## src/hw/ccs_pkg.sv

```systemverilog
// package: constants and carriers for the command and status logic
package ccs_pkg;

  // ************************************************************
  // register map
  // ************************************************************
  localparam logic [7:0] CCS_CMD_INDEX  = 8'h01;
  localparam logic [7:0] CCS_STAT_INDEX = 8'h02;
  localparam logic [7:0] CCS_CMD_ADDR   = 8'(CCS_CMD_INDEX * 4);
  localparam logic [7:0] CCS_STAT_ADDR  = 8'(CCS_STAT_INDEX * 4);
  localparam logic [31:0] CCS_CMD_READ  = 32'h0000_00ff;
  localparam logic [31:0] CCS_ZERO_READ = 32'h0000_0000;

  // ************************************************************
  // command bit positions
  // ************************************************************
  localparam int CCS_CMD_SEND    = 0;
  localparam int CCS_CMD_ABORT   = 1;
  localparam int CCS_CMD_RELEASE = 2;
  localparam int CCS_CMD_CLR_OVR = 3;
  localparam int CCS_CMD_SLEEP   = 4;

  // ************************************************************
  // limits and counts
  // ************************************************************
  localparam logic [7:0] CCS_WARN_LIMIT    = 8'h60;
  localparam logic [3:0] CCS_SLEEP_CLK_BITS = 4'hf;
  localparam logic       CCS_DIV_RESET      = 1'b0;

  // ************************************************************
  // carriers
  // ************************************************************
  typedef struct packed {
    logic bus_off_flag;
    logic error_warning;
    logic tx_active;
    logic rx_active;
    logic tx_done;
    logic tx_buffer_free;
    logic overrun_flag;
    logic rx_available;
  } ccs_status_type;

  localparam ccs_status_type CCS_STATUS_RESET = 8'h0c;

  typedef struct packed {
    logic send_request;
    logic abort_tx;
    logic release_rx_slot;
    logic clear_overrun;
  } ccs_pulse_type;

  typedef struct packed {
    logic wake;
    logic overrun;
    logic receive;
    logic error;
  } ccs_irq_type;

  typedef enum {
    CCS_AWAKE,
    CCS_SLEEP_CLK,
    CCS_SLEEP
  } ccs_sleep_type;

endpackage

```

## src/hw/ccs_command_status.sv

```systemverilog
// design: command decode and status byte of the CAN controller
`timescale 1ns/100ps
`default_nettype none

// How it works
// sleep request enters sleep only with no pending interrupt and quiet bus
// sleep request refused under activity or pending interrupt raises wake-up interrupt
// clock output keeps running at least 15 bit times after sleep starts
// sleep ends on request clear, bus activity or interrupt low; wake interrupt
// after waking by bus activity, reception waits for one bus-free sequence
// sleep request ignored in reset mode; allowed again after next bus-free
// clear-overrun written as one clears overrun flag; zero does nothing
// no further overrun interrupt while the overrun flag stays set
// clear-overrun and release-slot in one write both take effect
// release frees slot; another message raises receive interrupt, else available clears
// abort cancels a waiting transmission; one in progress completes
// host waits for buffer free, then checks done flag after abort
// send request starts transmission; writing zero later cancels nothing
// status bit 7 shows bus-off
// status bit 6 shows either error counter at or above warning limit
// status bits 5 and 4 show transmit and receive activity
// status bit 3 set only once last requested transmission succeeded
// status bit 2 shows buffer writable; buffer access blocked otherwise
// status bit 1 sets on lost message, holds until clear-overrun
// status bit 0 shows messages held in the receive queue
// status byte read only; writes to it change nothing
// command register write only; reads return all ones
// host leaves one internal clock cycle between command writes
// done flag clears on each send request until a successful transmission
// warning limit 96; change of warning or bus-off raises error interrupt
// commands other than sleep act as single-cycle pulses
module ccs_command_status
  import ccs_pkg::*;
#(
  parameter int ERR_W   = 9,
  parameter int COUNT_W = 6
) (
  // apb slave
  input  wire logic               pclk,
  input  wire logic               presetn,
  input  wire logic               psel,
  input  wire logic               penable,
  input  wire logic               pwrite,
  input  wire logic [7:0]         paddr,
  input  wire logic [31:0]        pwdata,
  output logic      [31:0]        prdata,
  output logic                    pready,
  output logic                    pslverr,
  // bus and controller state
  input  wire logic               bus_activity,
  input  wire logic               irq_pending,
  input  wire logic               int_pin_low,
  input  wire logic               reset_mode,
  input  wire logic               bus_free,
  input  wire logic               bit_tick,
  input  wire logic               bus_off,
  input  wire logic [ERR_W-1:0]   tx_err_count,
  input  wire logic [ERR_W-1:0]   rx_err_count,
  // transfer layer
  input  wire logic               tx_running,
  input  wire logic               tx_started,
  input  wire logic               tx_success,
  input  wire logic               rx_running,
  input  wire logic               rx_lost,
  input  wire logic [COUNT_W-1:0] rx_count,
  // interrupt enables
  input  wire logic               overrun_irq_en,
  input  wire logic               rx_irq_en,
  input  wire logic               err_irq_en,
  // command pulses and interrupt requests
  output ccs_pulse_type           cmd_pulse,
  output ccs_irq_type             irq_pulse,
  // sleep, clock and receive gating
  output logic                    clock_output_en,
  output logic                    osc_run,
  output logic                    rx_enable,
  output logic                    tx_buf_lock,
  output ccs_status_type          status_reg
);

  if (ERR_W < 8 || COUNT_W < 1) begin
    $error("ccs_command_status: unsupported parameter value");
  end

  // ************************************************************
  // signals
  // ************************************************************
  logic            int_tick_q;
  logic            wr_cmd;
  logic            cmd_valid_q;
  logic [4:0]      cmd_q;
  logic            sleep_request_q;
  logic            sleep_allowed_q;
  logic            rx_hold_q;
  logic            tx_pending_q;
  logic [3:0]      bit_cnt_q;
  ccs_sleep_type   sleep_state_q;
  ccs_status_type  stat_d;
  logic            warn_now;
  logic            sleep_blocked;
  logic            wake_cond;
  logic            go_sleep_now;
  logic            refuse_sleep;

  function automatic logic addr_hit(input logic [7:0] a, input logic [7:0] base);
    addr_hit = (a == base);
  endfunction

  // ************************************************************
  // internal clock at half rate
  // ************************************************************
  always_ff @(posedge pclk or negedge presetn) begin
    if (!presetn) begin
      int_tick_q <= CCS_DIV_RESET;
    end else begin
      int_tick_q <= ~int_tick_q;
    end
  end

  // ************************************************************
  // apb slave
  // ************************************************************
  assign wr_cmd = psel & penable & pready & pwrite & addr_hit(paddr, CCS_CMD_ADDR);

  always_ff @(posedge pclk or negedge presetn) begin
    if (!presetn) begin
      pready  <= 1'b0;
      pslverr <= 1'b0;
      prdata  <= CCS_ZERO_READ;
    end else begin
      pready  <= psel & ~penable;
      pslverr <= 1'b0;
      prdata  <= CCS_ZERO_READ;
      if (psel && !penable) begin
        if (addr_hit(paddr, CCS_CMD_ADDR)) begin
          // command reads all ones
          prdata <= pwrite ? CCS_ZERO_READ : CCS_CMD_READ;
        end else if (addr_hit(paddr, CCS_STAT_ADDR)) begin
          // status read only
          prdata <= pwrite ? CCS_ZERO_READ : {24'h00_0000, status_reg};
        end else begin
          pslverr <= 1'b1;
        end
      end
    end
  end

  // ************************************************************
  // command capture, issued on internal clock
  // ************************************************************
  always_ff @(posedge pclk or negedge presetn) begin
    if (!presetn) begin
      cmd_valid_q <= 1'b0;
      cmd_q       <= 5'h00;
    end else if (wr_cmd) begin
      cmd_valid_q <= 1'b1;
      cmd_q       <= pwdata[4:0];
    end else if (int_tick_q) begin
      cmd_valid_q <= 1'b0;
    end
  end

  // ************************************************************
  // one-cycle command pulses
  // ************************************************************
  always_ff @(posedge pclk or negedge presetn) begin
    if (!presetn) begin
      cmd_pulse <= '0;
    end else begin
      // single cycle pulses
      cmd_pulse <= '0;
      if (cmd_valid_q && int_tick_q) begin
        // send on one only
        cmd_pulse.send_request    <= cmd_q[CCS_CMD_SEND];
        // abort only when waiting
        cmd_pulse.abort_tx        <= cmd_q[CCS_CMD_ABORT] & tx_pending_q & ~tx_running;
        // both commands together
        cmd_pulse.release_rx_slot <= cmd_q[CCS_CMD_RELEASE];
        cmd_pulse.clear_overrun   <= cmd_q[CCS_CMD_CLR_OVR];
      end
    end
  end

  // ************************************************************
  // transmit request tracking
  // ************************************************************
  always_ff @(posedge pclk or negedge presetn) begin
    if (!presetn) begin
      tx_pending_q <= 1'b0;
    end else if (cmd_pulse.send_request) begin
      tx_pending_q <= 1'b1;
    end else if (tx_started || cmd_pulse.abort_tx) begin
      // in-progress frame not stopped
      tx_pending_q <= 1'b0;
    end
  end

  // ************************************************************
  // sleep control
  // ************************************************************
  assign sleep_blocked = bus_activity | irq_pending;
  assign wake_cond     = ~sleep_request_q | bus_activity | int_pin_low;
  assign go_sleep_now  = cmd_valid_q & int_tick_q & cmd_q[CCS_CMD_SLEEP] & sleep_allowed_q;
  assign refuse_sleep  = go_sleep_now & sleep_blocked & (sleep_state_q == CCS_AWAKE);

  always_ff @(posedge pclk or negedge presetn) begin
    if (!presetn) begin
      sleep_allowed_q <= 1'b0;
    end else if (reset_mode) begin
      // re-armed by bus-free after reset mode
      sleep_allowed_q <= 1'b0;
    end else if (bus_free) begin
      sleep_allowed_q <= 1'b1;
    end
  end

  always_ff @(posedge pclk or negedge presetn) begin
    if (!presetn) begin
      sleep_request_q <= 1'b0;
    end else if (reset_mode) begin
      // no sleep in reset mode
      sleep_request_q <= 1'b0;
    end else if (cmd_valid_q && int_tick_q) begin
      // stored only when accepted
      sleep_request_q <= cmd_q[CCS_CMD_SLEEP] & sleep_allowed_q & ~sleep_blocked;
    end
  end

  always_ff @(posedge pclk or negedge presetn) begin
    if (!presetn) begin
      sleep_state_q <= CCS_AWAKE;
      bit_cnt_q     <= 4'h0;
    end else begin
      case (sleep_state_q)
        CCS_AWAKE: begin
          bit_cnt_q <= 4'h0;
          // quiet bus, nothing pending
          if (sleep_request_q && !sleep_blocked && !int_pin_low) begin
            sleep_state_q <= CCS_SLEEP_CLK;
          end
        end
        CCS_SLEEP_CLK: begin
          if (wake_cond) begin
            sleep_state_q <= CCS_AWAKE;
          end else if (bit_tick) begin
            // run clock for 15 bit times
            if (bit_cnt_q == CCS_SLEEP_CLK_BITS - 4'h1) begin
              sleep_state_q <= CCS_SLEEP;
            end
            bit_cnt_q <= bit_cnt_q + 4'h1;
          end
        end
        CCS_SLEEP: begin
          // wake on any negated condition
          if (wake_cond) begin
            sleep_state_q <= CCS_AWAKE;
          end
        end
        default: begin
          sleep_state_q <= CCS_AWAKE;
        end
      endcase
    end
  end

  always_ff @(posedge pclk or negedge presetn) begin
    if (!presetn) begin
      clock_output_en <= 1'b1;
      osc_run         <= 1'b1;
    end else begin
      // hold clock output low only after count
      clock_output_en <= (sleep_state_q != CCS_SLEEP);
      // oscillator restarts on wake
      osc_run         <= (sleep_state_q != CCS_SLEEP) | wake_cond;
    end
  end

  always_ff @(posedge pclk or negedge presetn) begin
    if (!presetn) begin
      rx_hold_q <= 1'b0;
      rx_enable <= 1'b1;
    end else begin
      // wait for bus-free after activity wake
      if (sleep_state_q != CCS_AWAKE && bus_activity) begin
        rx_hold_q <= 1'b1;
      end else if (bus_free) begin
        rx_hold_q <= 1'b0;
      end
      rx_enable <= ~rx_hold_q & ~(sleep_state_q != CCS_AWAKE && bus_activity);
    end
  end

  // ************************************************************
  // status flags
  // ************************************************************
  // limit of 96 on either counter
  assign warn_now = (tx_err_count >= ERR_W'(CCS_WARN_LIMIT)) |
                    (rx_err_count >= ERR_W'(CCS_WARN_LIMIT));

  always_comb begin
    stat_d = status_reg;
    // bus-off
    stat_d.bus_off_flag   = bus_off;
    // error warning
    stat_d.error_warning  = warn_now;
    // activity bits
    stat_d.tx_active      = tx_running;
    stat_d.rx_active      = rx_running;
    // cleared by send, set by success
    if (tx_success) begin
      stat_d.tx_done = 1'b1;
    end else if (cmd_pulse.send_request) begin
      stat_d.tx_done = 1'b0;
    end
    // done stays clear until success
    if (tx_pending_q && !tx_success) begin
      stat_d.tx_done = 1'b0;
    end
    // buffer free when nothing waits or runs
    stat_d.tx_buffer_free = ~(tx_pending_q | cmd_pulse.send_request | tx_running);
    // set wins over clear
    if (rx_lost) begin
      stat_d.overrun_flag = 1'b1;
    end else if (cmd_pulse.clear_overrun) begin
      // clear only on written one
      stat_d.overrun_flag = 1'b0;
    end
    // messages held
    stat_d.rx_available = (rx_count != '0);
    // released last message clears
    if (cmd_pulse.release_rx_slot && rx_count <= COUNT_W'(1)) begin
      stat_d.rx_available = 1'b0;
    end
  end

  always_ff @(posedge pclk or negedge presetn) begin
    if (!presetn) begin
      status_reg  <= CCS_STATUS_RESET;
      tx_buf_lock <= 1'b0;
    end else begin
      status_reg  <= stat_d;
      // host buffer access blocked
      tx_buf_lock <= ~stat_d.tx_buffer_free;
    end
  end

  // ************************************************************
  // interrupt request pulses
  // ************************************************************
  always_ff @(posedge pclk or negedge presetn) begin
    if (!presetn) begin
      irq_pulse <= '0;
    end else begin
      // refused sleep or wake-up
      irq_pulse.wake    <= refuse_sleep |
                           ((sleep_state_q != CCS_AWAKE) & wake_cond);
      // only on rising overrun
      irq_pulse.overrun <= overrun_irq_en & rx_lost & ~status_reg.overrun_flag;
      // another message after release
      irq_pulse.receive <= rx_irq_en & cmd_pulse.release_rx_slot & (rx_count > COUNT_W'(1));
      // warning or bus status change
      irq_pulse.error   <= err_irq_en &
                           ((warn_now != status_reg.error_warning) |
                            (bus_off != status_reg.bus_off_flag));
    end
  end

endmodule

`default_nettype wire

```

## config.mk

```make
export PLATFORM = sky130hd
export DESIGN_NAME = ccs_command_status
export DESIGN_NICKNAME = d
export VERILOG_FILES = /design/src/hw/ccs_pkg.sv /design/src/hw/ccs_command_status.sv
export SDC_FILE = /design/constraint.sdc
export NUM_CORES = 1
export LEC_CHECK = 0
export BUFFER_PORTS_ARGS = -buffer_cell sky130_fd_sc_hd__buf_2
export CORE_UTILIZATION = 35
export CTS_BUF_LIST = sky130_fd_sc_hd__clkbuf_2
export DETAILED_ROUTE_END_ITERATION = 10
export PLACE_DENSITY = 0.72
export SYNTH_ARGS = -nofsm -noshare
export SYNTH_HDL_FRONTEND = slang
export SYNTH_SLANG_ARGS = --single-unit
```

## constraint.sdc

```tcl
create_clock -name pclk -period 1.7 [get_ports pclk]
set_clock_uncertainty 0.2 [all_clocks]
set_input_delay 0.085 -clock pclk [delete_from_list [all_inputs] [get_ports pclk]]
set_output_delay 0.085 -clock pclk [all_outputs]
set_load 0.01 [all_outputs]
```

==> results of run 1 <==
==> synthesized netlist by cell type, types with 2 or more instances <==
cell type,count
a21oi_1,12
and4_1,3
nand2b_1,3
a22oi_1,2
and3_1,4
a22o_1,2
clkbuf_1,2
nor3_1,2
dfstp_2,5
buf_2,2
o21ai_0,3
nor2b_1,4
mux2_4,5
nand2_1,13
o211ai_1,2
nor2_1,22
dfrtp_1,42
inv_1,9
a21o_1,5
ha_1,2
buf_4,24
==> tightest hold or removal path: stages <==
cell,delay [ns]
buf_2,0.11
nor2b_1,0.13
nand4b_1,0.27
a21oi_1,0.07
==> area by class of cell <==
cell class,instances,area (um2),area share [%]
repair buffers,128,916,30.3
multi-input cells,126,752,24.9
inverters,9,33.8,1.12
well taps,72,90.1,2.98
clock inverters,3,25.0,0.827
clock buffers,5,25.0,0.827
flip-flops and latches,47,1180,39.1
==> cell usage in the layout, fill, tap and decap left out, drive strengths merged, types with 2 or more instances in the layout <==
| cell | instances |
|---|---|
| a21o | 5 |
| a21oi | 12 |
| a22o | 2 |
| a22oi | 2 |
| and3 | 4 |
| and4 | 3 |
| buf | 81 |
| clkbuf | 5 |
| clkinv | 2 |
| conb | 24 |
| dfrtp | 42 |
| dfstp | 5 |
| dlygate4sd3 | 46 |
| ha | 2 |
| inv | 9 |
| mux2 | 6 |
| nand2 | 13 |
| nand2b | 3 |
| nor2 | 22 |
| nor2b | 4 |
| nor3 | 2 |
| nor4 | 2 |
| o211ai | 2 |
| o21ai | 3 |
==> stage by stage <==
step,setup TNS [ns],utilization [%],instances,hold slack [ns]
final,-0.00577,53.6,390,0.0295
after global routing,-0.0168,53.6,390,0.00734
after CTS,0,52.7,386,0.00741
after detailed placement,0,44.2,335,-0.116
after global placement,0,44.2,335,-0.123
after floorplan,0,-,212,-0.411
==> metal layers <==
layer  share of wire (%)  wire (um)
met1                  41       1900
met2                  50       2360
met3                 7.0        327
met4                 1.9         89
met5                   0          0
==> worst max-delay path by stage <==
stage / cells past startpoint / startpoint / slack, ns / to
global route: 6 / rx_err_count[6] / -0.02 / status_reg[6]$_DFF_PN0_
floorplan: 4 / sleep_request_q$_DFFE_PN0P_ / 0.14 / bit_cnt_q[0]$_DFFE_PN0P_
finish: 6 / rx_err_count[6] / -0.006 / status_reg[6]$_DFF_PN0_
CTS: 6 / paddr[5] / 0.03 / cmd_q[3]$_DFFE_PN0P_
detailed placement: 3 / sleep_request_q$_DFFE_PN0P_ / 0.09 / bit_cnt_q[0]$_DFFE_PN0P_
global placement: 3 / sleep_request_q$_DFFE_PN0P_ / 0.11 / bit_cnt_q[0]$_DFFE_PN0P_
==> cell families (layout without fill, tap and decap cells) <==
| family | Yosys count | after routing | share of synthesized area, % |
|---|---|---|---|
| adder cells (fa/ha/maj) | 2 | 2 | 1.20 |
| multiplexers | 6 | 6 | 4.13 |
| other | 1 | 24 | 0.179 |
| AND/OR/NAND/NOR | 63 | 63 | 16.3 |
| XOR/XNOR | 1 | 1 | 0.419 |
| buffers and inverters | 39 | 145 | 11.9 |
| AO/OA/AOI/OAI | 30 | 30 | 9.28 |
| flip-flops | 47 | 47 | 56.6 |
==> repair_timing <==
action | 4_1_cts | 5_1_grt
endpoints found under the setup margin | 0 | 4
resized for setup | 0 | 2
setup buffers | 0 | 0
hold buffers | 43 | 5
hold endpoints to repair | 87 | 2
==> power groups by stage <==
stage               logic [mW]  registers, mW  clock network (mW)
floorplan                0.100           1.17                   0
global placement         0.170           1.16                   0
detailed placement       0.173           1.16                   0
CTS                      0.246           1.14               0.491
global route             0.289           1.14               0.538
finish                   0.261           1.14               0.472
==> metrics.md, run 1 <==
| Metric | Value |
|---|---|
| Outcome | `finished with violations` |
| Failing checks | `negative setup slack` |
| Yosys warnings | `0` |
| Switching pwr | `about 490 uW` |
| Max stage delay on crit path | `slightly below 0.6 ns` |
| First-pass GRT wire length | `around 7300 um` |
| Std-Cell Core Area | `approximately 0.0056 mm2` |
| Slew @ Worst Pin | `approximately 0.77 ns` |
| Clock share of power | `25.2%` |
| Die H | `slightly below 80 um` |
| Number of synthesized flops with an enable pin | `0` |
| Total wire length | `about 4700 um` |
| Mapped cell area | `about 0.0021 mm2` |
| Internal reg-to-reg setup slack | `around 0.13 ns` |
| Switching part of the total | `a little over a quarter` |
| PwrDens | `about 620 mW/mm2` |
| Post-synth top area share | `50.3%` |
| Final period util | `100%` |
| Syn-to-layout area delta | `44.7%` |
| Leading post-synthesis cells by cell area | `dfrtp_1, buf_4, dfstp_2` |
| Max Cap Viol | `0` |
| Met1 Usage GRT | `approximately 18%` |
| CP required | `between 1.5 and 2 ns` |
| Met2 usage in global routing | `26.6%` |
| Layout cells sized above 1 | `33.0%` |
| Cell Area, Placed | `roughly 0.0025 mm2` |
| Yosys cell types | `42` |
| Post-DP HPWL | `3000 um` |
| Root Driver | `clkbuf_2` |
| Max-slew headroom | `48.4%` |
| Drt pass-1 iters | `4` |
| Final Max Slew Viols | `0` |
| CP Cell Sequence | `dlygate4sd3_1 > buf_2 > a22oi_1 > dlymetal6s4s_1 > dlygate4sd3_1 > nand2_1` |
| Max IR drop VDD | `approximately 0.24 mV` |
| Final GP Congestion | `between 0.7 and 0.8` |
| Crit path launch type | `primary input` |
| Final hold vios | `0` |
| CTS tree | `done` |
| Setup slack at placement | `0.0927 ns` |
| Most frequent CP cell | `dlygate4sd3_1` |
| Mapped Avg Cell Area | `11.1 um2` |
| IO Port Bufs | `76` |
| Hold Path Stages | `4` |
| Post-synthesis async set-or-reset flop share | `100%` |
| Io pins | `~140` |
| GR Overflow Total | `0` |
| ANT cells | `0` |
| Overall Power | `about 1.9 mW` |
| Worst R2R Start | `pready$_DFF_PN0_` |
| DR DRC count | `0` |
| Final setup fails | `1` |
| Num rows | `27` |
| Nets | `slightly above 400` |
| H-tree levels | `2` |
| WL/cell | `12.0 um` |
| Worst R2R Path Depth | `4` |
| Final ANT Viol Nets | `0` |
| CP top delay family | `buffers and inverters` |
| Vias per Instance | `approximately 4.5` |
| Worst-path clk slew | `around 0.25 ns` |
| Sequential share of the synthesized area | `a little under three fifths` |
| CTS Buffer Depth | `2` |
| Most common flop cell mapped by yosys | `dfrtp_1` |
| Leak | `around 1.6 nW` |
| Combinational share of power | `roughly 14%` |
| Synth Register Bits | `between 40 and 50` |
| Initial antenna violation count | `0` |
| Worst flop-to-flop path endpoint | `cmd_q[3]$_DFFE_PN0P_` |
| Reg power frac | `approximately three fifths` |
| CP max FO | `3` |
| GR Util All Layers | `between 10% and 20%` |
| DIE WIDTH | `approximately 79 um` |
| Arrival time worst endpoint | `1.85 ns` |
| Max Freq | `about 0.6 GHz` |
| Final worst-path setup slack | `-0.00577 ns` |
| Initial Util | `37.0%` |
| Post-synthesis cell count | `~190` |
| Design Area, Final | `0.00302 mm2` |
| Gr busiest metal | `met2` |
| Slowest stage cell, crit path | `dlygate4sd3_1` |
| WHS Endpoint | `prdata[7]$_DFF_PN0_` |
| DIE AREA | `between 0.006 and 0.007 mm2` |
| Number of buffers and inverters on the critical path | `4` |
| M3 GR Usage | `4.02%` |
| Fin crit period | `1.71 ns` |
| Hold Crit Class | `in2reg` |
| Clock Sinks | `47` |
| Largest net degree at the start of global routing | `28` |
| Clock Latency Late Sink | `roughly 0.42 ns` |
| CP Capture Type | `flip-flop` |
| Drt initial violations | `approximately 50` |
| TritonCTS buffer count | `5` |
| Dominant cell type by area after synthesis | `dfrtp_1` |
| Cell Int Power | `about 1.4 mW` |
| Vias in the first global route | `1678` |
| HP Start | `psel` |
| CP Class | `in2reg` |
| Vias | `approximately 1700` |
| Fillers | `between 400 and 500` |
Note: power is estimated with default switching activity, not from simulation.
==> run 2: changes to the inputs <==
CTS_BUF_LIST = not set   (was sky130_fd_sc_hd__clkbuf_2)
==> metrics.md, run 2 (synthesis gave the netlist of run 1 again) <==
| Metric | Value |
|---|---|
| Largest net degree at the start of global routing | `28 (unchanged)` |
| Root Driver | `clkbuf_8 (was clkbuf_2)` |
| CP Capture Type | `flip-flop (unchanged)` |
| Fillers | `465 (was 467)` |
| Total wire length | `4590 um (was 4680 um)` |
| Initial antenna violation count | `0 (unchanged)` |
| Std-Cell Core Area | `0.00564 mm2 (unchanged)` |
| Final Max Slew Viols | `0 (unchanged)` |
| Die H | `79.3 um (unchanged)` |
| First-pass GRT wire length | `7190 um (was 7270 um)` |
| Post-DP HPWL | `3000 um (unchanged)` |
| Max Freq | `0.605 GHz (was 0.586 GHz)` |
| Cell Area, Placed | `0.00249 mm2 (unchanged)` |
| Design Area, Final | `0.00298 mm2 (was 0.00302 mm2)` |
| Vias per Instance | `4.51 (was 4.46)` |
| Post-layout instance count excluding filler cells | `381 (was 390)` |
| Vias in the first global route | `1602 (was 1678)` |
| Final setup fails | `0 (was 1)` |
| Reg area | `0.00118 mm2 (unchanged)` |
| Io pins | `138 (unchanged)` |
| Cell Int Power | `1.55 mW (was 1.38 mW)` |
| Clock share of power | `32.8% (was 25.2%)` |
| Max Cap Viol | `0 (unchanged)` |
| RSZ-0062 raised after global routing | `false` |
| GR Overflow Total | `0 (unchanged)` |
| Vias | `1717 (was 1738)` |
| Fin crit period | `1.65 ns (was 1.71 ns)` |
| Final ANT Viol Nets | `0 (unchanged)` |
| WL/cell | `12.1 um (was 12.0 um)` |
| Nets | `394 (was 403)` |
| Drt pass-1 iters | `4 (unchanged)` |
| CTS Buffer Depth | `2 (unchanged)` |
| Commonest non-fill, non-tap cells in the layout | `buf_2, dfrtp_1, dlygate4sd3_1, conb_1, nor2_1 (was buf_2, dlygate4sd3_1, dfrtp_1, conb_1, nor2_1)` |
| Drt initial violations | `45 (was 49)` |
| CP Class | `in2reg (unchanged)` |
| Commonest non-fill, non-tap cell in the layout | `buf_2 (unchanged)` |
| Max IR drop VDD | `0.329 mV (was 0.239 mV)` |
| CTS tree | `done (unchanged)` |
| Arrival time worst endpoint | `1.64 ns (was 1.85 ns)` |
| Combinational share of power | `11.8% (was 13.9%)` |
| Final period util | `97.2% (was 100%)` |
| Footprint of the multi-input gates | `759 um2 (was 752 um2)` |
| Clock Latency Late Sink | `0.29 ns (was 0.42 ns)` |
| Placed cell count | `335 (unchanged)` |
| Final hold vios | `0 (unchanged)` |
| Reg power frac | `55.4% (was 60.9%)` |
| TritonCTS buffer count | `5 (unchanged)` |
| DIE WIDTH | `79.3 um (unchanged)` |
| Worst-path clk slew | `0.08 ns (was 0.25 ns)` |
| DIE AREA | `0.00628 mm2 (unchanged)` |
| Switching part of the total | `24.6% (was 26.3%)` |
| Crit path launch type | `primary input (unchanged)` |
| Num rows | `27 (unchanged)` |
| H-tree levels | `2 (unchanged)` |
| Core Util, Final | `52.9% (was 53.6%)` |
| Syn-to-layout area delta | `42.8% (was 44.7%)` |
| GR Util All Layers | `15.3% (was 15.2%)` |
| IO Port Bufs | `76 (unchanged)` |
| CP required | `1.68 ns (was 1.84 ns)` |
| PwrDens | `689 mW/mm2 (was 620 mW/mm2)` |
| Hold Crit Class | `in2reg (unchanged)` |
| Sum Neg Setup Slack | `0 ns (was -0.00577 ns)` |
| Outcome | `complete, no violations (was finished with violations)` |
| ANT cells | `0 (unchanged)` |
| Clock Sinks | `47 (unchanged)` |
| Initial Util | `37.0% (unchanged)` |
| Layout cells sized above 1 | `34.6% (was 33.0%)` |
| Final GP Congestion | `0.757 (unchanged)` |
| Leak | `1.54 nW (was 1.57 nW)` |
| DR DRC count | `0 (unchanged)` |
| CP max FO | `6 (was 3)` |
| Switching pwr | `505 uW (was 493 uW)` |
[run 2: cell count changes in the layout (fill, tap and decap cells not counted)]
cell / delta
a22oi_2: +1
a22oi_1: -1
dlygate4sd3_1: -8
clkbuf_2: -5
clkbuf_8: +5
dlymetal6s4s_1: -1
and4_4: +1
and4_1: -1
[run 2: area by class of cell]
type                    count  share of cell area, %
multi-input cells         126                   25.5
flip-flops and latches     47                   39.6
repair buffers            119                   27.6
well taps                  72                   3.02
clock inverters             3                  0.839
clock buffers               5                   2.31
inverters                   9                   1.13
[run 2: power groups by stage]
stage	combinational, mW	clock [mW]	sequential, mW
final	0.243	0.675	1.14
after global routing	0.270	0.746	1.14
after CTS	0.236	0.692	1.14
after detailed placement	0.173	0	1.16
after global placement	0.170	0	1.16
after floorplan	0.100	0	1.17
[run 2: what timing repair did]
| item | in CTS | in global routing |
|---|---|---|
| endpoints found under the hold margin | 76 | 1 |
| buffers inserted | 0 | 0 |
| setup endpoints to repair | 0 | 9 |
| hold buffers | 37 | 1 |
| gates resized for setup | 0 | 4 |
[run 2: metrics by stage]
stage / setup WS [ns] / hold WS (ns) / power (mW)
4_1_cts: 0.0270 / 0.00716 / 2.07
2_1_floorplan: 0.144 / -0.411 / 1.27
3_3_place_gp: 0.109 / -0.123 / 1.33
6_report: 0.0482 / 0.0131 / 2.06
3_5_place_dp: 0.0927 / -0.116 / 1.33
5_1_grt: 0.00364 / 0.0453 / 2.16
[run 2: critical path, cell delays in order]
cell	delay [ns]
dlygate4sd3_1	0.53
buf_2	0.12
nor2_1	0.20
and4_4	0.28
buf_12	0.13
mux2_4	0.30
[run 2: routing by layer]
metal	wire length, um	track usage [%]
met5	0	0
met4	104	7.27
met3	295	4.02
met2	2340	25.7
met1	1860	18.0
[run 2: final timing paths]
check	startpoint	to	slack [ns]	depth (start not counted)
setup / recovery	paddr[7]	cmd_q[3]$_DFFE_PN0P_	0.05	6
setup reg to reg	sleep_request_q$_DFFE_PN0P_	bit_cnt_q[0]$_DFFE_PN0P_	0.10	3
hold / removal	bit_tick	sleep_state_q[1]$_DFFE_PN0P_	0.01	4
hold reg to reg	rx_hold_q$_DFFE_PN0P_	rx_enable$_DFF_PN1_	0.21	1
min in group asynchronous	presetn	bit_cnt_q[2]$_DFFE_PN0P_	0.09	2
max in group asynchronous	presetn	status_reg[3]$_DFFE_PN1P_	0.65	3
